--- config.mk ---
export PLATFORM = sky130hd
export DESIGN_NAME = token_node_regs
export DESIGN_NICKNAME = d
export VERILOG_FILES = /design/src/token_node_pkg.sv /design/src/token_node_regs.sv
export VERILOG_INCLUDE_DIRS = /design/src
export SDC_FILE = /design/constraint.sdc
export NUM_CORES = 1
export LEC_CHECK = 0
export BUFFER_PORTS_ARGS = -buffer_cell sky130_fd_sc_hd__buf_4
export CELL_PAD_IN_SITES_DETAIL_PLACEMENT = 2
export CELL_PAD_IN_SITES_GLOBAL_PLACEMENT = 2
export CORE_MARGIN = 2
export CORE_UTILIZATION = 31
export DETAILED_ROUTE_END_ITERATION = 6
export PLACE_DENSITY_LB_ADDON = 0.1
export REMOVE_ABC_BUFFERS = 1
export SETUP_SLACK_MARGIN = 0.1
export SLEW_MARGIN = 25
export SYNTH_ARGS = -nofsm -noshare
export SYNTH_HDL_FRONTEND = slang
export SYNTH_SLANG_ARGS = --single-unit
export TNS_END_PERCENT = 1
--- constraint.sdc ---
create_clock -name clk -period 2.3 [get_ports clk]
set_clock_uncertainty 0.2 [all_clocks]
set_input_delay 0.46 -clock clk [delete_from_list [all_inputs] [get_ports clk]]
set_output_delay 0.46 -clock clk [all_outputs]
set_load 0.02 [all_outputs]
--- src/token_node_cfg.svh ---
// Register offsets, field positions, reset values and timing counts
`ifndef TOKEN_NODE_CFG_SVH
`define TOKEN_NODE_CFG_SVH
// ----------------------------------------------------------------------
// Register indexes (byte address is four times the index)
// ----------------------------------------------------------------------
`define IDX_STATUS 3'h0
`define IDX_DIAG 3'h1
`define IDX_PTR_HI 3'h2
`define IDX_PTR_LO 3'h3
`define IDX_DATA 3'h4
`define IDX_SUBSEL 3'h5
`define IDX_CONFIG 3'h6
`define IDX_MUXED 3'h7
`define SUB_PROBE 3'h0
`define SUB_OWN_ID 3'h1
`define SUB_LINE_SETUP_PRIMARY 3'h2
`define SUB_SUCCESSOR 3'h3
`define SUB_LINE_SETUP_SECONDARY 3'h4
// ----------------------------------------------------------------------
// Field positions
// ----------------------------------------------------------------------
`define BIT_RI 7
`define BIT_POR 4
`define BIT_RECON 2
`define BIT_TMA 1
`define BIT_TA 0
`define BIT_SELF_RECON 7
`define BIT_DUP 6
`define BIT_RCVACT 5
`define BIT_TOKEN 4
`define BIT_EXCESS_NEGACK_FLAG 3
`define BIT_PROBE 2
`define BIT_NEWNEXT 1
`define BIT_RD_DIR 7
`define BIT_POINTER_AUTOADVANCE 6
`define BIT_SOFT_RST 7
`define MASK_WRITABLE 8'h8f
`define SUBSEL_WRITABLE 8'h07
// ----------------------------------------------------------------------
// Reset values and command codes
// ----------------------------------------------------------------------
`define RST_MASK 8'h00
`define RST_PROBE 8'h00
`define RST_OWN_ID 8'h00
`define RST_CONFIG 8'h18
`define RST_SETUP 8'h00
`define CMD_CLR_FLAGS 8'h1e
`define CMD_POR_CLR 8'h16
// ----------------------------------------------------------------------
// Timing
// ----------------------------------------------------------------------
`define CLK_HZ 25000000
`define PC_RATE_HZ 625000
`define EXEC_RATE_HZ 312500
`define PC_DIV (`CLK_HZ / `PC_RATE_HZ)
`define EXEC_PER_PC (`PC_RATE_HZ / `EXEC_RATE_HZ)
`define RECON_TIME_MS 6720
`define RECON_CYCLES (`RECON_TIME_MS * (`CLK_HZ / 1000))
`endif

--- src/token_node_pkg.sv ---
// Types shared by the node register bank
`default_nettype none
package token_node_pkg;
  typedef enum logic [1:0] {
    st_fetch_op = 2'b00,
    st_fetch_imm = 2'b01,
    st_execute = 2'b10,
    st_delay = 2'b11
  } seq_state_t;
  typedef enum logic [1:0] {
    op_nop = 2'b00,
    op_jump = 2'b01,
    op_core = 2'b10,
    op_core_alt = 2'b11
  } op_kind_t;
endpackage
`default_nettype wire

--- src/token_node_regs.sv ---
// Host register bank and microsequencer of the token-bus node
`default_nettype none
`include "token_node_cfg.svh"
module token_node_regs #(
  parameter int RECON_CYCLES = `RECON_CYCLES
) (
  input wire logic clk,
  input wire logic resetn,
  input wire logic psel,
  input wire logic penable,
  input wire logic pwrite,
  input wire logic [31:0] paddr,
  input wire logic [31:0] pwdata,
  output logic [31:0] prdata,
  output logic pready,
  output logic pslverr,
  input wire logic rx_inhibit,
  input wire logic tx_avail,
  input wire logic tma_ack,
  input wire logic dup_seen,
  input wire logic rcv_activity,
  input wire logic token_seen,
  input wire logic excess_negack_flag_event,
  input wire logic probe_hit,
  input wire logic successor_load,
  input wire logic [7:0] successor_in,
  input wire logic [7:0] ram_rdata,
  output logic [10:0] ram_addr,
  output logic ram_rd,
  output logic ram_wr,
  output logic [7:0] ram_wdata,
  output logic [7:0] probe_own_station_id,
  output logic [7:0] own_station_id,
  output logic [7:0] node_configuration,
  output logic [7:0] line_setup_primary,
  output logic [7:0] line_setup_secondary,
  output logic [7:0] cmd_code,
  output logic cmd_strobe,
  output logic [7:0] seq_opcode,
  output logic [7:0] seq_operand,
  output logic seq_exec,
  output logic irq
);
  // --------------------------------------------------------------------
  // Bus decode
  // --------------------------------------------------------------------
  logic [7:0] interrupt_enable_mask;
  logic [7:0] diagnostic_flags;
  logic [7:0] successor_station_id;
  logic [7:0] ram_data_window;
  logic [2:0] sel;
  logic [10:0] ptr;
  logic rd_dir, pointer_autoadvance;
  logic recon_flag, por_flag;
  logic [2:0] idx;
  logic mapped, acc, wr_acc, rd_acc;
  logic [7:0] wbyte;
  logic [7:0] status_view, rd_mux;
  logic clr_cmd, por_cmd, soft_rst, diag_rd, succ_rd;
  logic data_wr, data_rd, lo_wr, recon_expire;

  assign idx = paddr[4:2];
  assign mapped = (paddr[31:5] == 27'h0) && (paddr[1:0] == 2'h0);
  assign acc = psel && penable && pready;
  assign wr_acc = acc && pwrite && mapped;
  assign rd_acc = acc && !pwrite && mapped;
  assign wbyte = pwdata[7:0];
  assign soft_rst = node_configuration[`BIT_SOFT_RST];
  assign clr_cmd = wr_acc && idx == `IDX_DIAG && wbyte == `CMD_CLR_FLAGS;
  assign por_cmd = wr_acc && idx == `IDX_DIAG && wbyte == `CMD_POR_CLR;
  assign diag_rd = rd_acc && idx == `IDX_DIAG;
  assign succ_rd = rd_acc && idx == `IDX_MUXED && sel == `SUB_SUCCESSOR;
  assign data_wr = wr_acc && idx == `IDX_DATA;
  assign data_rd = rd_acc && idx == `IDX_DATA;
  assign lo_wr = wr_acc && idx == `IDX_PTR_LO;

  always_comb begin
    status_view = 8'h00;
    status_view[`BIT_RI] = rx_inhibit;
    status_view[`BIT_POR] = por_flag;
    status_view[`BIT_RECON] = recon_flag;
    status_view[`BIT_TMA] = tma_ack;
    status_view[`BIT_TA] = tx_avail;
  end

  // Undefined bits read as zero
  always_comb begin
    rd_mux = 8'h00;
    unique case (idx)
      `IDX_STATUS: rd_mux = status_view;
      `IDX_DIAG: rd_mux = diagnostic_flags;
      `IDX_PTR_HI: rd_mux = {rd_dir, pointer_autoadvance, 3'h0, ptr[10:8]};
      `IDX_PTR_LO: rd_mux = ptr[7:0];
      `IDX_DATA: rd_mux = ram_data_window;
      `IDX_SUBSEL: rd_mux = {5'h00, sel};
      `IDX_CONFIG: rd_mux = {node_configuration[7:2], sel[1:0]};
      `IDX_MUXED: begin
        unique case (sel)
          `SUB_PROBE: rd_mux = probe_own_station_id;
          `SUB_OWN_ID: rd_mux = own_station_id;
          `SUB_LINE_SETUP_PRIMARY: rd_mux = line_setup_primary;
          `SUB_SUCCESSOR: rd_mux = successor_station_id;
          `SUB_LINE_SETUP_SECONDARY: rd_mux = line_setup_secondary;
          default: rd_mux = 8'h00;
        endcase
      end
    endcase
  end

  // --------------------------------------------------------------------
  // APB slave: no wait state, answer built in the setup cycle
  // --------------------------------------------------------------------
  always_ff @(posedge clk or negedge resetn) begin
    if (!resetn) begin
      pready <= 1'b0;
      prdata <= 32'h0;
      pslverr <= 1'b0;
    end else begin
      pready <= psel && !penable;
      if (psel && !penable) begin
        prdata <= {24'h0, mapped ? rd_mux : 8'h00};
        pslverr <= !mapped;
      end
    end
  end

  // --------------------------------------------------------------------
  // Host-written registers
  // --------------------------------------------------------------------
  always_ff @(posedge clk or negedge resetn) begin
    if (!resetn) begin
      interrupt_enable_mask <= `RST_MASK;
      probe_own_station_id <= `RST_PROBE;
      own_station_id <= `RST_OWN_ID;
      node_configuration <= `RST_CONFIG;
      line_setup_primary <= `RST_SETUP;
      line_setup_secondary <= `RST_SETUP;
      sel <= 3'h0;
    end else if (wr_acc) begin
      unique case (idx)
        `IDX_STATUS: interrupt_enable_mask <= wbyte & `MASK_WRITABLE;
        `IDX_SUBSEL: sel <= wbyte[2:0];
        `IDX_CONFIG: begin
          node_configuration <= wbyte;
          sel <= {1'b0, wbyte[1:0]};
        end
        `IDX_MUXED: begin
          unique case (sel)
            `SUB_PROBE: probe_own_station_id <= wbyte;
            `SUB_OWN_ID: own_station_id <= wbyte;
            `SUB_LINE_SETUP_PRIMARY: line_setup_primary <= wbyte;
            `SUB_LINE_SETUP_SECONDARY: line_setup_secondary <= wbyte;
            default: ;
          endcase
        end
        default: ;
      endcase
    end
  end

  always_ff @(posedge clk or negedge resetn) begin
    if (!resetn) begin
      cmd_code <= 8'h00;
      cmd_strobe <= 1'b0;
    end else begin
      cmd_strobe <= wr_acc && idx == `IDX_DIAG;
      if (wr_acc && idx == `IDX_DIAG)
        cmd_code <= wbyte;
    end
  end

  // --------------------------------------------------------------------
  // Status and diagnostic flags; a set beats a clear, except that soft_rst clears diagnostic_flags
  // --------------------------------------------------------------------
  always_ff @(posedge clk or negedge resetn) begin
    if (!resetn) begin
      recon_flag <= 1'b0;
      por_flag <= 1'b1;
    end else begin
      if (recon_expire)
        recon_flag <= 1'b1;
      else if (clr_cmd || soft_rst)
        recon_flag <= 1'b0;
      if (por_cmd)
        por_flag <= 1'b0;
    end
  end

  always_ff @(posedge clk or negedge resetn) begin
    if (!resetn) begin
      diagnostic_flags <= 8'h00;
    end else if (soft_rst) begin
      diagnostic_flags <= 8'h00;
    end else begin
      if (diag_rd) begin
        diagnostic_flags[`BIT_SELF_RECON] <= 1'b0;
        diagnostic_flags[`BIT_DUP] <= 1'b0;
        diagnostic_flags[`BIT_RCVACT] <= 1'b0;
        diagnostic_flags[`BIT_TOKEN] <= 1'b0;
        diagnostic_flags[`BIT_PROBE] <= 1'b0;
      end
      if (por_cmd)
        diagnostic_flags[`BIT_EXCESS_NEGACK_FLAG] <= 1'b0;
      if (succ_rd)
        diagnostic_flags[`BIT_NEWNEXT] <= 1'b0;
      if (recon_expire)
        diagnostic_flags[`BIT_SELF_RECON] <= 1'b1;
      if (dup_seen)
        diagnostic_flags[`BIT_DUP] <= 1'b1;
      if (rcv_activity)
        diagnostic_flags[`BIT_RCVACT] <= 1'b1;
      if (token_seen)
        diagnostic_flags[`BIT_TOKEN] <= 1'b1;
      if (excess_negack_flag_event)
        diagnostic_flags[`BIT_EXCESS_NEGACK_FLAG] <= 1'b1;
      if (probe_hit && probe_own_station_id != successor_station_id)
        diagnostic_flags[`BIT_PROBE] <= 1'b1;
      if (successor_load)
        diagnostic_flags[`BIT_NEWNEXT] <= 1'b1;
    end
  end

  always_ff @(posedge clk or negedge resetn) begin
    if (!resetn)
      successor_station_id <= 8'h00;
    else if (soft_rst)
      successor_station_id <= 8'h00;
    else if (successor_load)
      successor_station_id <= successor_in;
  end

  // Level flags are not latched, so unmasking re-raises a live one
  always_ff @(posedge clk or negedge resetn) begin
    if (!resetn)
      irq <= 1'b0;
    else
      irq <= (rx_inhibit & interrupt_enable_mask[`BIT_RI])
        | (tx_avail & interrupt_enable_mask[`BIT_TA])
        | (recon_flag & interrupt_enable_mask[`BIT_RECON])
        | (diagnostic_flags[`BIT_EXCESS_NEGACK_FLAG]
          & interrupt_enable_mask[`BIT_EXCESS_NEGACK_FLAG])
        | (diagnostic_flags[`BIT_NEWNEXT]
          & interrupt_enable_mask[`BIT_NEWNEXT]);
  end

  // --------------------------------------------------------------------
  // RAM window
  // --------------------------------------------------------------------
  always_ff @(posedge clk or negedge resetn) begin
    if (!resetn) begin
      rd_dir <= 1'b0;
      pointer_autoadvance <= 1'b0;
      ptr <= 11'h000;
      ram_addr <= 11'h000;
      ram_rd <= 1'b0;
      ram_wr <= 1'b0;
      ram_wdata <= 8'h00;
    end else begin
      ram_rd <= 1'b0;
      ram_wr <= 1'b0;
      if (wr_acc && idx == `IDX_PTR_HI) begin
        rd_dir <= wbyte[`BIT_RD_DIR];
        pointer_autoadvance <= wbyte[`BIT_POINTER_AUTOADVANCE];
        ptr[10:8] <= wbyte[2:0];
      end
      if (lo_wr) begin
        ptr[7:0] <= wbyte;
        ram_addr <= {ptr[10:8], wbyte};
        ram_rd <= rd_dir;
      end
      if (data_wr) begin
        ram_addr <= ptr;
        ram_wdata <= wbyte;
        ram_wr <= 1'b1;
        if (pointer_autoadvance)
          ptr <= ptr + 11'h001;
      end
      if (data_rd && pointer_autoadvance) begin
        ptr <= ptr + 11'h001;
        ram_addr <= ptr + 11'h001;
        ram_rd <= rd_dir;
      end
    end
  end

  // Holds garbage until the first prefetch, by design
  logic ram_rd_d;
  always_ff @(posedge clk or negedge resetn) begin
    if (!resetn)
      ram_rd_d <= 1'b0;
    else
      ram_rd_d <= ram_rd;
  end
  always_ff @(posedge clk) begin
    if (ram_rd_d)
      ram_data_window <= ram_rdata;
  end

  // --------------------------------------------------------------------
  // Microsequencer
  // --------------------------------------------------------------------
  token_node_pkg::seq_state_t state;
  logic [$clog2(`PC_DIV)-1:0] div_cnt;
  logic pc_tick, exec_phase, exec_tick;
  logic [9:0] pc;
  logic [7:0] opcode_reg, imm_reg, delay_cnt;
  logic [31:0] recon_cnt;
  logic [9:0] jump_target;

  function automatic logic [7:0] rom(input logic [9:0] a);
    unique case (a)
      10'h000: rom = 8'h80;
      10'h001: rom = 8'h01;
      10'h002: rom = 8'h00;
      10'h003: rom = 8'h04;
      10'h004: rom = 8'h40;
      default: rom = 8'h00;
    endcase
  endfunction

  assign jump_target = {opcode_reg[1:0], imm_reg};
  assign exec_tick = pc_tick && exec_phase;
  assign recon_expire = recon_cnt == 32'(RECON_CYCLES - 1);

  always_ff @(posedge clk or negedge resetn) begin
    if (!resetn) begin
      div_cnt <= '0;
      pc_tick <= 1'b0;
      exec_phase <= 1'b0;
    end else begin
      pc_tick <= div_cnt == ($bits(div_cnt))'(`PC_DIV - 1);
      if (div_cnt == ($bits(div_cnt))'(`PC_DIV - 1))
        div_cnt <= '0;
      else
        div_cnt <= div_cnt + 1'b1;
      if (pc_tick)
        exec_phase <= !exec_phase;
    end
  end

  always_ff @(posedge clk or negedge resetn) begin
    if (!resetn)
      recon_cnt <= 32'h0;
    else if (token_seen || recon_expire || own_station_id == 8'h00)
      recon_cnt <= 32'h0;
    else
      recon_cnt <= recon_cnt + 32'h1;
  end

  always_ff @(posedge clk or negedge resetn) begin
    if (!resetn) begin
      state <= token_node_pkg::st_fetch_op;
      pc <= 10'h000;
      opcode_reg <= 8'h00;
      imm_reg <= 8'h00;
      delay_cnt <= 8'h00;
      seq_exec <= 1'b0;
      seq_opcode <= 8'h00;
      seq_operand <= 8'h00;
    end else begin
      seq_exec <= 1'b0;
      if (recon_expire) begin
        pc <= 10'h000;
        state <= token_node_pkg::st_fetch_op;
      end else if (own_station_id == 8'h00) begin
        pc <= 10'h000;
        state <= token_node_pkg::st_fetch_op;
      end else if (pc_tick) begin
        unique case (state)
          token_node_pkg::st_fetch_op: begin
            opcode_reg <= rom(pc);
            pc <= pc + 10'h001;
            state <= token_node_pkg::st_fetch_imm;
          end
          token_node_pkg::st_fetch_imm: begin
            imm_reg <= rom(pc);
            pc <= pc + 10'h001;
            state <= token_node_pkg::st_execute;
          end
          token_node_pkg::st_execute: begin
            if (exec_phase) begin
              state <= token_node_pkg::st_fetch_op;
              unique case (token_node_pkg::op_kind_t'(opcode_reg[7:6]))
                token_node_pkg::op_nop: begin
                  delay_cnt <= imm_reg;
                  state <= token_node_pkg::st_delay;
                end
                token_node_pkg::op_jump:
                  pc <= jump_target;
                default: begin
                  seq_exec <= 1'b1;
                  seq_opcode <= opcode_reg;
                  seq_operand <= imm_reg;
                end
              endcase
            end
          end
          token_node_pkg::st_delay: begin
            if (exec_phase) begin
              if (delay_cnt == 8'h00)
                state <= token_node_pkg::st_fetch_op;
              else
                delay_cnt <= delay_cnt - 8'h01;
            end
          end
        endcase
      end
    end
  end
endmodule
`default_nettype wire

**After elaboration in Yosys (flattened, before gate mapping)**

Index checks and enable logic that the tools add are counted.

- Flip-flop bits (word level): 221
- Output and inout port bits: 122
- Word-level logic and storage cells: 216

- Add/subtract/negate cells: 5
- Equal/unequal tests: 31
- Multiplexer cells: 59
- Bitwise gates (word level): 12
- Reductions and logical operators: 65

Operators with widths:

| cell | number |
|---|---|
| $mux 11 | 6 |
| $mux 8 | 8 |
| $pmux 8 s8 | 1 |
| $mux 10 | 5 |
| $pmux 8 s5 | 1 |
| $add 32x1->32 const B | 1 |
| $eq 32x28->1 const B | 1 |
| $mux 32 | 1 |
| $pmux 8 s4 | 1 |
| $logic_not 27->1 | 1 |
| $reduce_bool 3->1 | 9 |
| $mux 1 | 21 |
| $logic_and 1x1->1 | 20 |
| $pmux 10 s2 | 1 |
| $eq 8x5->1 const B | 2 |
| $logic_not 8->1 | 2 |
| $pmux 8 s2 | 1 |
| $reduce_and 4->1 | 4 |
| $eq 3x3->1 const B | 5 |
| $mux 2 | 7 |
| $eq 3x2->1 const B | 4 |
| $ne 4x4->1 const B | 3 |
| $reduce_and 3->1 | 4 |
| $add 11x1->11 const B | 1 |
| 33 further kinds | 62 |

**Depth between registers and ports, before layout**

Gate-level depths: netlist of run 1.

- Depth after elaboration: 9
- Gate-level depth with buffers: 8
- Mapped depth without buffers: 7

**Worst setup path after synthesis of run 1**

OpenSTA, ideal clock, no wires.

- Kind: input to register
- Start: input paddr[6]
- End: register line_setup_secondary[2]
- Data arrival time: 2197 ps
- Slack: -222 ps
- Stages: 6
- Path buffers: 1
- Cell sequence: nor4_1 -> nand4_1 -> or2_0 -> buf_2 -> nor4_4 -> mux2_2

- Word-level cells in the longest chain between the ends: 4

Ends and longest elaborated chain:

| what | line | RTL |
|---|---|---|
| from (decl) | token_node_regs.sv:12 | `input wire logic [31:0] paddr,` |
| $logic_not 27->1 | token_node_regs.sv:63 | `assign mapped = (paddr[31:5] == 27'h0) && (paddr[1:0] == 2'h0);` |
| $logic_and 1x1->1 | token_node_regs.sv:63 |  |
| $logic_and 1x1->1 | token_node_regs.sv:65 | `assign wr_acc = acc && pwrite && mapped;` |
| $reduce_and 3->1 (no source line) | n/a |  |
| to (signal assigned) | token_node_regs.sv:137 | `` line_setup_secondary <= `RST_SETUP; `` |
| to (signal assigned) | token_node_regs.sv:152 | `` `SUB_LINE_SETUP_SECONDARY: line_setup_secondary <= wbyte; `` |
| to (decl) | token_node_regs.sv:36 | `output logic [7:0] line_setup_secondary,` |

Every way passes these cells.
A chain may end at the register's enable or synchronous reset.

**Final worst setup path of run 1**

- Start: register recon_cnt[31]
- End: register imm_reg[6]

- Word-level cells in the longest chain between the ends: 3

Ends and longest elaborated chain:

| what | line | RTL |
|---|---|---|
| from (decl) | token_node_regs.sv:307 | `logic [31:0] recon_cnt;` |
| from (signal assigned) | token_node_regs.sv:347 | `recon_cnt <= recon_cnt + 32'h1;` |
| $eq 32x28->1 | token_node_regs.sv:323 | `assign recon_expire = recon_cnt == 32'(RECON_CYCLES - 1);` |
| $not 1->1 (no source line) | n/a |  |
| $reduce_and 4->1 (no source line) | n/a |  |
| to (signal assigned) | token_node_regs.sv:376 | `imm_reg <= rom(pc);` |
| to (decl) | token_node_regs.sv:306 | `logic [7:0] opcode_reg, imm_reg, delay_cnt;` |

Every way passes these cells.

==> flow_metrics.tcl, run 1 <==
set metrics [dict create \
    critPathRequiredTime_ns 2.52 \
    multi_input_area_mm2 0.00513 \
    setup_tns_ns 0 \
    start_util_pct 31.5 \
    cts_root_buffer "clkbuf_16" \
    hold_class "input pin to flip-flop" \
    num_vias 9317 \
    async_reset_ff_share_pct 96.1 \
    tightest_slew_ns 1.09 \
    fp.dieW_um 189 \
    largest_register "recon_cnt" \
    filler_cell_count 3619 \
    yosysSeqAreaShare_pct 48.8 \
    synth_edf_count 8 \
    r2r_cells 6 \
    drtIter0Drc 386 \
    ir_worst_vdd_uv 474 \
    synth-compound-area-share_pct 12.2 \
    synth_area_mm2 0.0106 \
    cts_buffers 25 \
    core_region_area_mm2 0.0336 \
    area_growth_pct 35.0 \
    top_regs "recon_cnt: 32 flops, ptr: 11 flops, ram_addr: 11 flops" \
    p_comb_share_pct 6.2 \
    syn_avg_cell_area_um2 10.1 \
    yosysWarningCount 0 \
    wl_per_cell_um 21.3 \
    holdWs_ns 0.0267 \
    final_cell_mix "294 x buf_4, 194 x dfrtp_1, 100 x nor2_1" \
    intPower_mw 6.11 \
    critPathCapture "imm_reg[6]" \
    rsz0062_at_grt "true" \
    post_route_cells_drive_above_1_share_pct 33.9 \
    grt_pass1_vias 10055 \
    finalMaxSlewViolations 0 \
    crit_fanout 6 \
    rr_endpoint "imm_reg[6]" \
    ant_nets 0 \
    fmaxAchievable_mhz 448 \
    antennaDiodeCount 0 \
    p_switching_mw 1.86 \
    clkSinkCount 205 \
    clockBufferDepth 3 \
    slew_headroom_pct 26.7 \
    finalHoldViolCount 0 \
    synth_flop_cell "dfrtp_1" \
    synthDistinctLibCells 68 \
    ys_seq_elements 205 \
    synth_xor_area_share_pct 3.80 \
    drc 0 \
    finalSetupViolCount 0 \
    nets 1434 \
    die_h_um 189 \
    worst_setup_path_end_kind "flip-flop" \
    htree_levels 1 \
    p_sw_share_pct 23.4 \
    portBuffers 159 \
    final_common_cell "buf_4" \
    cp_data_arrival_time_ns 2.45 \
    die_area_mm2 0.0357 \
    worst-setup-path-type "flip-flop to flip-flop" \
    p_leak_nw 6.49 \
    first_pass_iters 5 \
    postCtsSetupBuffers 0 \
    cp-startpoint "recon_cnt[31]" \
    routed_wl_um 38200 \
    powerDensity_mw_per_mm2 557 \
    cap_violations 0 \
    hpwl_um 28200 \
    grt_max_degree 53 \
    worstReg2RegStart "recon_cnt[31]" \
    synthCells 1044 \
    ios 216 \
    status "completed" \
    muxShareOfSynthArea_pct 11.1 \
    track_usage_pct 21.4 \
    synth_top_family_by_area "simple AND/OR/NAND/NOR gates" \
    gp_congestion 0.789 \
    grt_pass1_wl_um 59700 \
    synthAdderAreaFrac_pct 0.945 \
    synth-simple-area-share_pct 17.7 \
    antenna_found_initial 0 \
    clkPwrFrac_pct 47.9 \
    critPathLaunchType "flip-flop" \
    rows 67 \
    clk_pin_slew_ns 0.06 \
    post-route-period-util_pct 97.1 \
    largest_reg_flops 32 \
    seq_area_mm2 0.00517 \
    viasPerCell 5.18 \
    grt_overflow 0 \
    clock_latency_ns 0.53 \
    finalCriticalPeriod_ns 2.23 \
    rrSetupSlack_ns 0.07 \
    cts_tree "done" \
    seq_power_share_pct 45.9 \
]
## final cells by class
type,instances,share of cell area (%)
Sequential cell,205,36.2
Multi-Input combinational cell,752,35.9
Timing Repair Buffer,322,17.9
Clock buffer,34,4.75
Tap cell,448,3.92
Clock inverter,11,0.726
Inverter,26,0.682
## per-stage QoR
stage          util, %  setup slack (ns)  instances  cell area, um2  total power [mW]
2_1_floorplan        -            -0.846        982           10200              3.86
4_1_cts           42.2            0.0484       1798           14200              8.12
3_5_place_dp      39.1            -0.375       1733           13200              4.20
3_3_place_gp      39.1            -0.377       1733           13200              4.19
5_1_grt           42.6           -0.0263       1798           14300              8.30
6_report          42.6            0.0656       1798           14300              7.97
## synthesized netlist by cell type, drive strengths merged, types with 29 or more instances
| master | number | area share (%) |
|---|---|---|
| o21ai | 44 | 2.1 |
| buf | 42 | 2.7 |
| a21oi | 42 | 2.0 |
| dfrtp | 194 | 46 |
| mux2i | 29 | 2.7 |
| nand3 | 32 | 1.5 |
| clkbuf | 51 | 1.8 |
| mux2 | 79 | 8.4 |
| xnor2 | 30 | 2.5 |
| nor4 | 30 | 1.9 |
| nand2 | 69 | 2.4 |
| nor2 | 101 | 3.6 |
| nand4 | 29 | 1.7 |
## repair_timing
action	4_1_cts	5_1_grt
cloned	1	0
pin swaps	3	11
hold buffers	19	0
gates resized for setup	9	25
setup endpoints to repair	23	37
endpoints found under the hold margin	89	0
## per-layer routing
metal / track usage [%] / vias to the layer above / wire length, um / share of wire [%]
li1: - / 4311 / - / -
met1: 27.8 / 4799 / 16900 / 44
met2: 38.2 / 159 / 19300 / 50
met3: 2.22 / 48 / 1090 / 2.8
met4: 5.32 / 0 / 938 / 2.5
met5: 0 / - / 0 / 0
## worst min-delay path by stage
stage                          from                 endpoint  depth (start not counted)
finish              successor_in[6]  successor_station_id[6]                          3
global route        successor_in[6]  successor_station_id[6]                          3
CTS                 successor_in[6]  successor_station_id[6]                          3
detailed placement           ram_rd                 ram_rd_d                          0
global placement             ram_rd                 ram_rd_d                          0
floorplan                    resetn              cmd_code[0]                          0
## power by group through the flow
stage / Clock (mW) / Combinational (mW) / Sequential [mW]
4_1_cts: 3.96 / 0.497 / 3.66
5_1_grt: 4.11 / 0.534 / 3.66
2_1_floorplan: 0 / 0.130 / 3.73
6_report: 3.82 / 0.491 / 3.66
3_3_place_gp: 0 / 0.461 / 3.73
3_5_place_dp: 0 / 0.469 / 3.73
## kinds of logic (layout without fill, tap and decap cells)
kind of cell / count (synthesis) / count (layout)
AOI/OAI and AO/OA: 192 / 192
buffers and inverters: 119 / 393
other: 1 / 32
muxes: 108 / 108
adders and majority gates: 8 / 8
DFF: 205 / 205
xor gates and xnor gates: 46 / 46
and+or+nand+nor: 365 / 366
## critical path, cell delays in order (launching register included)
cell and delay (ns):
dfrtp_1 0.37, or3_1 0.39, nor4_2 0.26, buf_4 0.17, a21bo_4 0.22, or3_4 0.21
mux2_4 0.31
No activity file was read; power rests on OpenSTA's default activity.
==> run 2: changes to the inputs <==
--- a/config.mk
+++ b/config.mk
@@ -9,7 +9,6 @@
 export BUFFER_PORTS_ARGS = -buffer_cell sky130_fd_sc_hd__buf_4
 export CELL_PAD_IN_SITES_DETAIL_PLACEMENT = 2
 export CELL_PAD_IN_SITES_GLOBAL_PLACEMENT = 2
-export CORE_MARGIN = 2
 export CORE_UTILIZATION = 31
 export DETAILED_ROUTE_END_ITERATION = 6
 export PLACE_DENSITY_LB_ADDON = 0.1
==> constraint.sdc (replaced) <==
create_clock -name clk -period 2.3 [get_ports clk]
set_clock_uncertainty 0.2 [all_clocks]
set_input_delay 0.46 -clock clk [delete_from_list [all_inputs] [get_ports clk]]
set_output_delay 0.46 -clock clk [all_outputs]
set_load 0.01 [all_outputs]
==> run 2 against run 1 <==
Net effect:
- non-clock buffer count grew 2
- routed wire length grew 2.2%
- sequential cell count is the same
- cell area grew 1.4%
- clock power grew 10%
- combinational power shrank 3%
- setup slack lost 0.014 ns
- die area shrank 2.1%
- core utilization grew 0.61 points
- global-route usage grew 1.0 points
- fmax shrank 0.64%
- sequential power is essentially flat
- largest power group unchanged
==> flow_metrics.tcl, run 2 (synthesis gave the netlist of run 1 again) <==
set metrics [dict create \
    antennaDiodeCount 0 \
    status "completed" \
    stdcell_count 1800 \
    powerDensity_mw_per_mm2 576 \
    antenna_found_initial 0 \
    finalSetupViolCount 0 \
    ir_worst_vdd_uv 547 \
    critPathLaunchType "flip-flop" \
    max_stage_delay_ns 0.35 \
    crit_path_cell_trace "ha_2 > nand4_1 > nor4_2 > buf_4 > a21bo_4 > buf_6 > nor3_4 > buf_6 > mux2_4" \
    die_area_mm2 0.0349 \
    hold_start "successor_in[2]" \
    ios 216 \
    wl_met1_um 17400 \
    filler_cell_count 3589 \
    viasPerCell 5.14 \
    cp_data_arrival_time_ns 2.46 \
    drc 0 \
    core_region_area_mm2 0.0336 \
    num_vias 9256 \
    cts_tree "done" \
    post-place-cells 1729 \
    fmaxAchievable_mhz 445 \
    grt_pass1_vias 10137 \
    finalCriticalPeriod_ns 2.25 \
    worst_slack_ns 0.0512 \
    top_regs "recon_cnt: 32 flops, ptr: 11 flops, ram_addr: 11 flops" \
    tightest_slew_ns 0.653 \
    p_leak_nw 6.56 \
    worst-setup-path-type "flip-flop to flip-flop" \
    area_growth_pct 37.0 \
    rsz0062_at_grt "true" \
    hold_class "input pin to flip-flop" \
    finalMaxSlewViolations 0 \
    ant_nets 0 \
    start_util_pct 31.5 \
    cts_buffers 25 \
    grt_pass1_wl_um 61100 \
    nets 1435 \
    wl_per_cell_um 21.7 \
    final_common_cell "buf_4" \
    portBuffers 159 \
    critPathRequiredTime_ns 2.51 \
    dp_slack_ns -0.397 \
    clock_latency_ns 0.54 \
    worstReg2RegStart "recon_cnt[0]" \
    clk_pin_slew_ns 0.06 \
    rows 67 \
    wl_met3_um 1220 \
    grt_max_degree 48 \
    path_common_cell "buf_6" \
    slew_headroom_pct 56.0 \
    finalHoldViolCount 0 \
    htree_levels 1 \
    setup_tns_ns 0 \
    cap_violations 0 \
    grt_overflow 0 \
    first_pass_iters 4 \
    drtIter0Drc 336 \
    clockBufferDepth 3 \
    wl_met2_um 19600 \
    holdWs_ns 0.0190 \
    fp.dieW_um 187 \
    largest_reg_flops 32 \
    track_usage_pct 22.4 \
    crit_fanout 5 \
    worst_setup_path_end_kind "flip-flop" \
    routed_wl_um 39100 \
    cp-startpoint "recon_cnt[0]" \
    gp_congestion 0.833 \
    clkSinkCount 205 \
    cts_root_buffer "clkbuf_16" \
    post_route_cells_drive_above_1_share_pct 34.7 \
    final_cell_mix "290 x buf_4, 194 x dfrtp_1, 100 x nor2_1" \
    hpwl_um 28400 \
    post-route-period-util_pct 97.8 \
    die_h_um 187 \
    slowest_stage "dfrtp_1" \
    largest_register "recon_cnt" \
    top_layer_used "met4" \
]
run 2: timing repair:
item | in CTS | in global routing
hold buffers | 18 | 0
endpoints found under the setup margin | 23 | 57
pin swaps | 9 | 11
gates resized for setup | 23 | 23
cloned | 0 | 0
buffers inserted | 5 | 2
hold endpoints to repair | 58 | 0
run 2: worst paths after layout:
path	endpoint	slack, ns	cells after the start
worst max-delay path	opcode_reg[2]	0.05	9
worst min-delay path	successor_station_id[2]	0.02	3
worst max register to register	opcode_reg[2]	0.05	9
worst min register to register	ram_rd_d	0.19	0
max in group asynchronous	node_configuration[3]	0.96	3
min in group asynchronous	line_setup_primary[1]	0.27	2
run 2: cell type report:
| type | count | area [um2] | area share [%] |
|---|---|---|---|
| repair buffers | 324 | 2630 | 18.1 |
| well taps | 448 | 561 | 3.86 |
| flip-flops and latches | 205 | 5170 | 35.6 |
| inverters | 26 | 97.6 | 0.672 |
| clock inverters | 7 | 128 | 0.879 |
| multi-input cells | 751 | 5170 | 35.6 |
| clock buffers | 39 | 758 | 5.22 |
run 2: per-layer routing:
layer | up-vias | GRT usage [%]
met4 | 0 | 5.04
met3 | 40 | 2.72
met1 | 4738 | 29.5
met5 | - | 0
met2 | 175 | 39.3
li1 | 4303 | -
run 2: worst max-delay path: cells and delay by family, from the launching register on:
family / cells / cell delay, ns
simple gates: 3 / 0.46
buf+inv: 3 / 0.43
flops: 1 / 0.35
mux: 1 / 0.29
fa+ha+maj: 1 / 0.19
compound gates: 1 / 0.19
run 2: report_power, final:
part	leakage [nW]	switching (mW)	internal, mW
Clock	0.433	1.61	2.61
Sequential	2.73	0.0192	3.64
Combinational	3.40	0.284	0.192
run 2: stage by stage:
step	util, %	cell area [um2]	power [mW]
3_3_place_gp	39.1	13200	4.17
3_5_place_dp	39.1	13200	4.18
2_1_floorplan	-	10200	3.83
5_1_grt	43.2	14500	8.65
4_1_cts	42.8	14400	8.50
6_report	43.2	14500	8.36
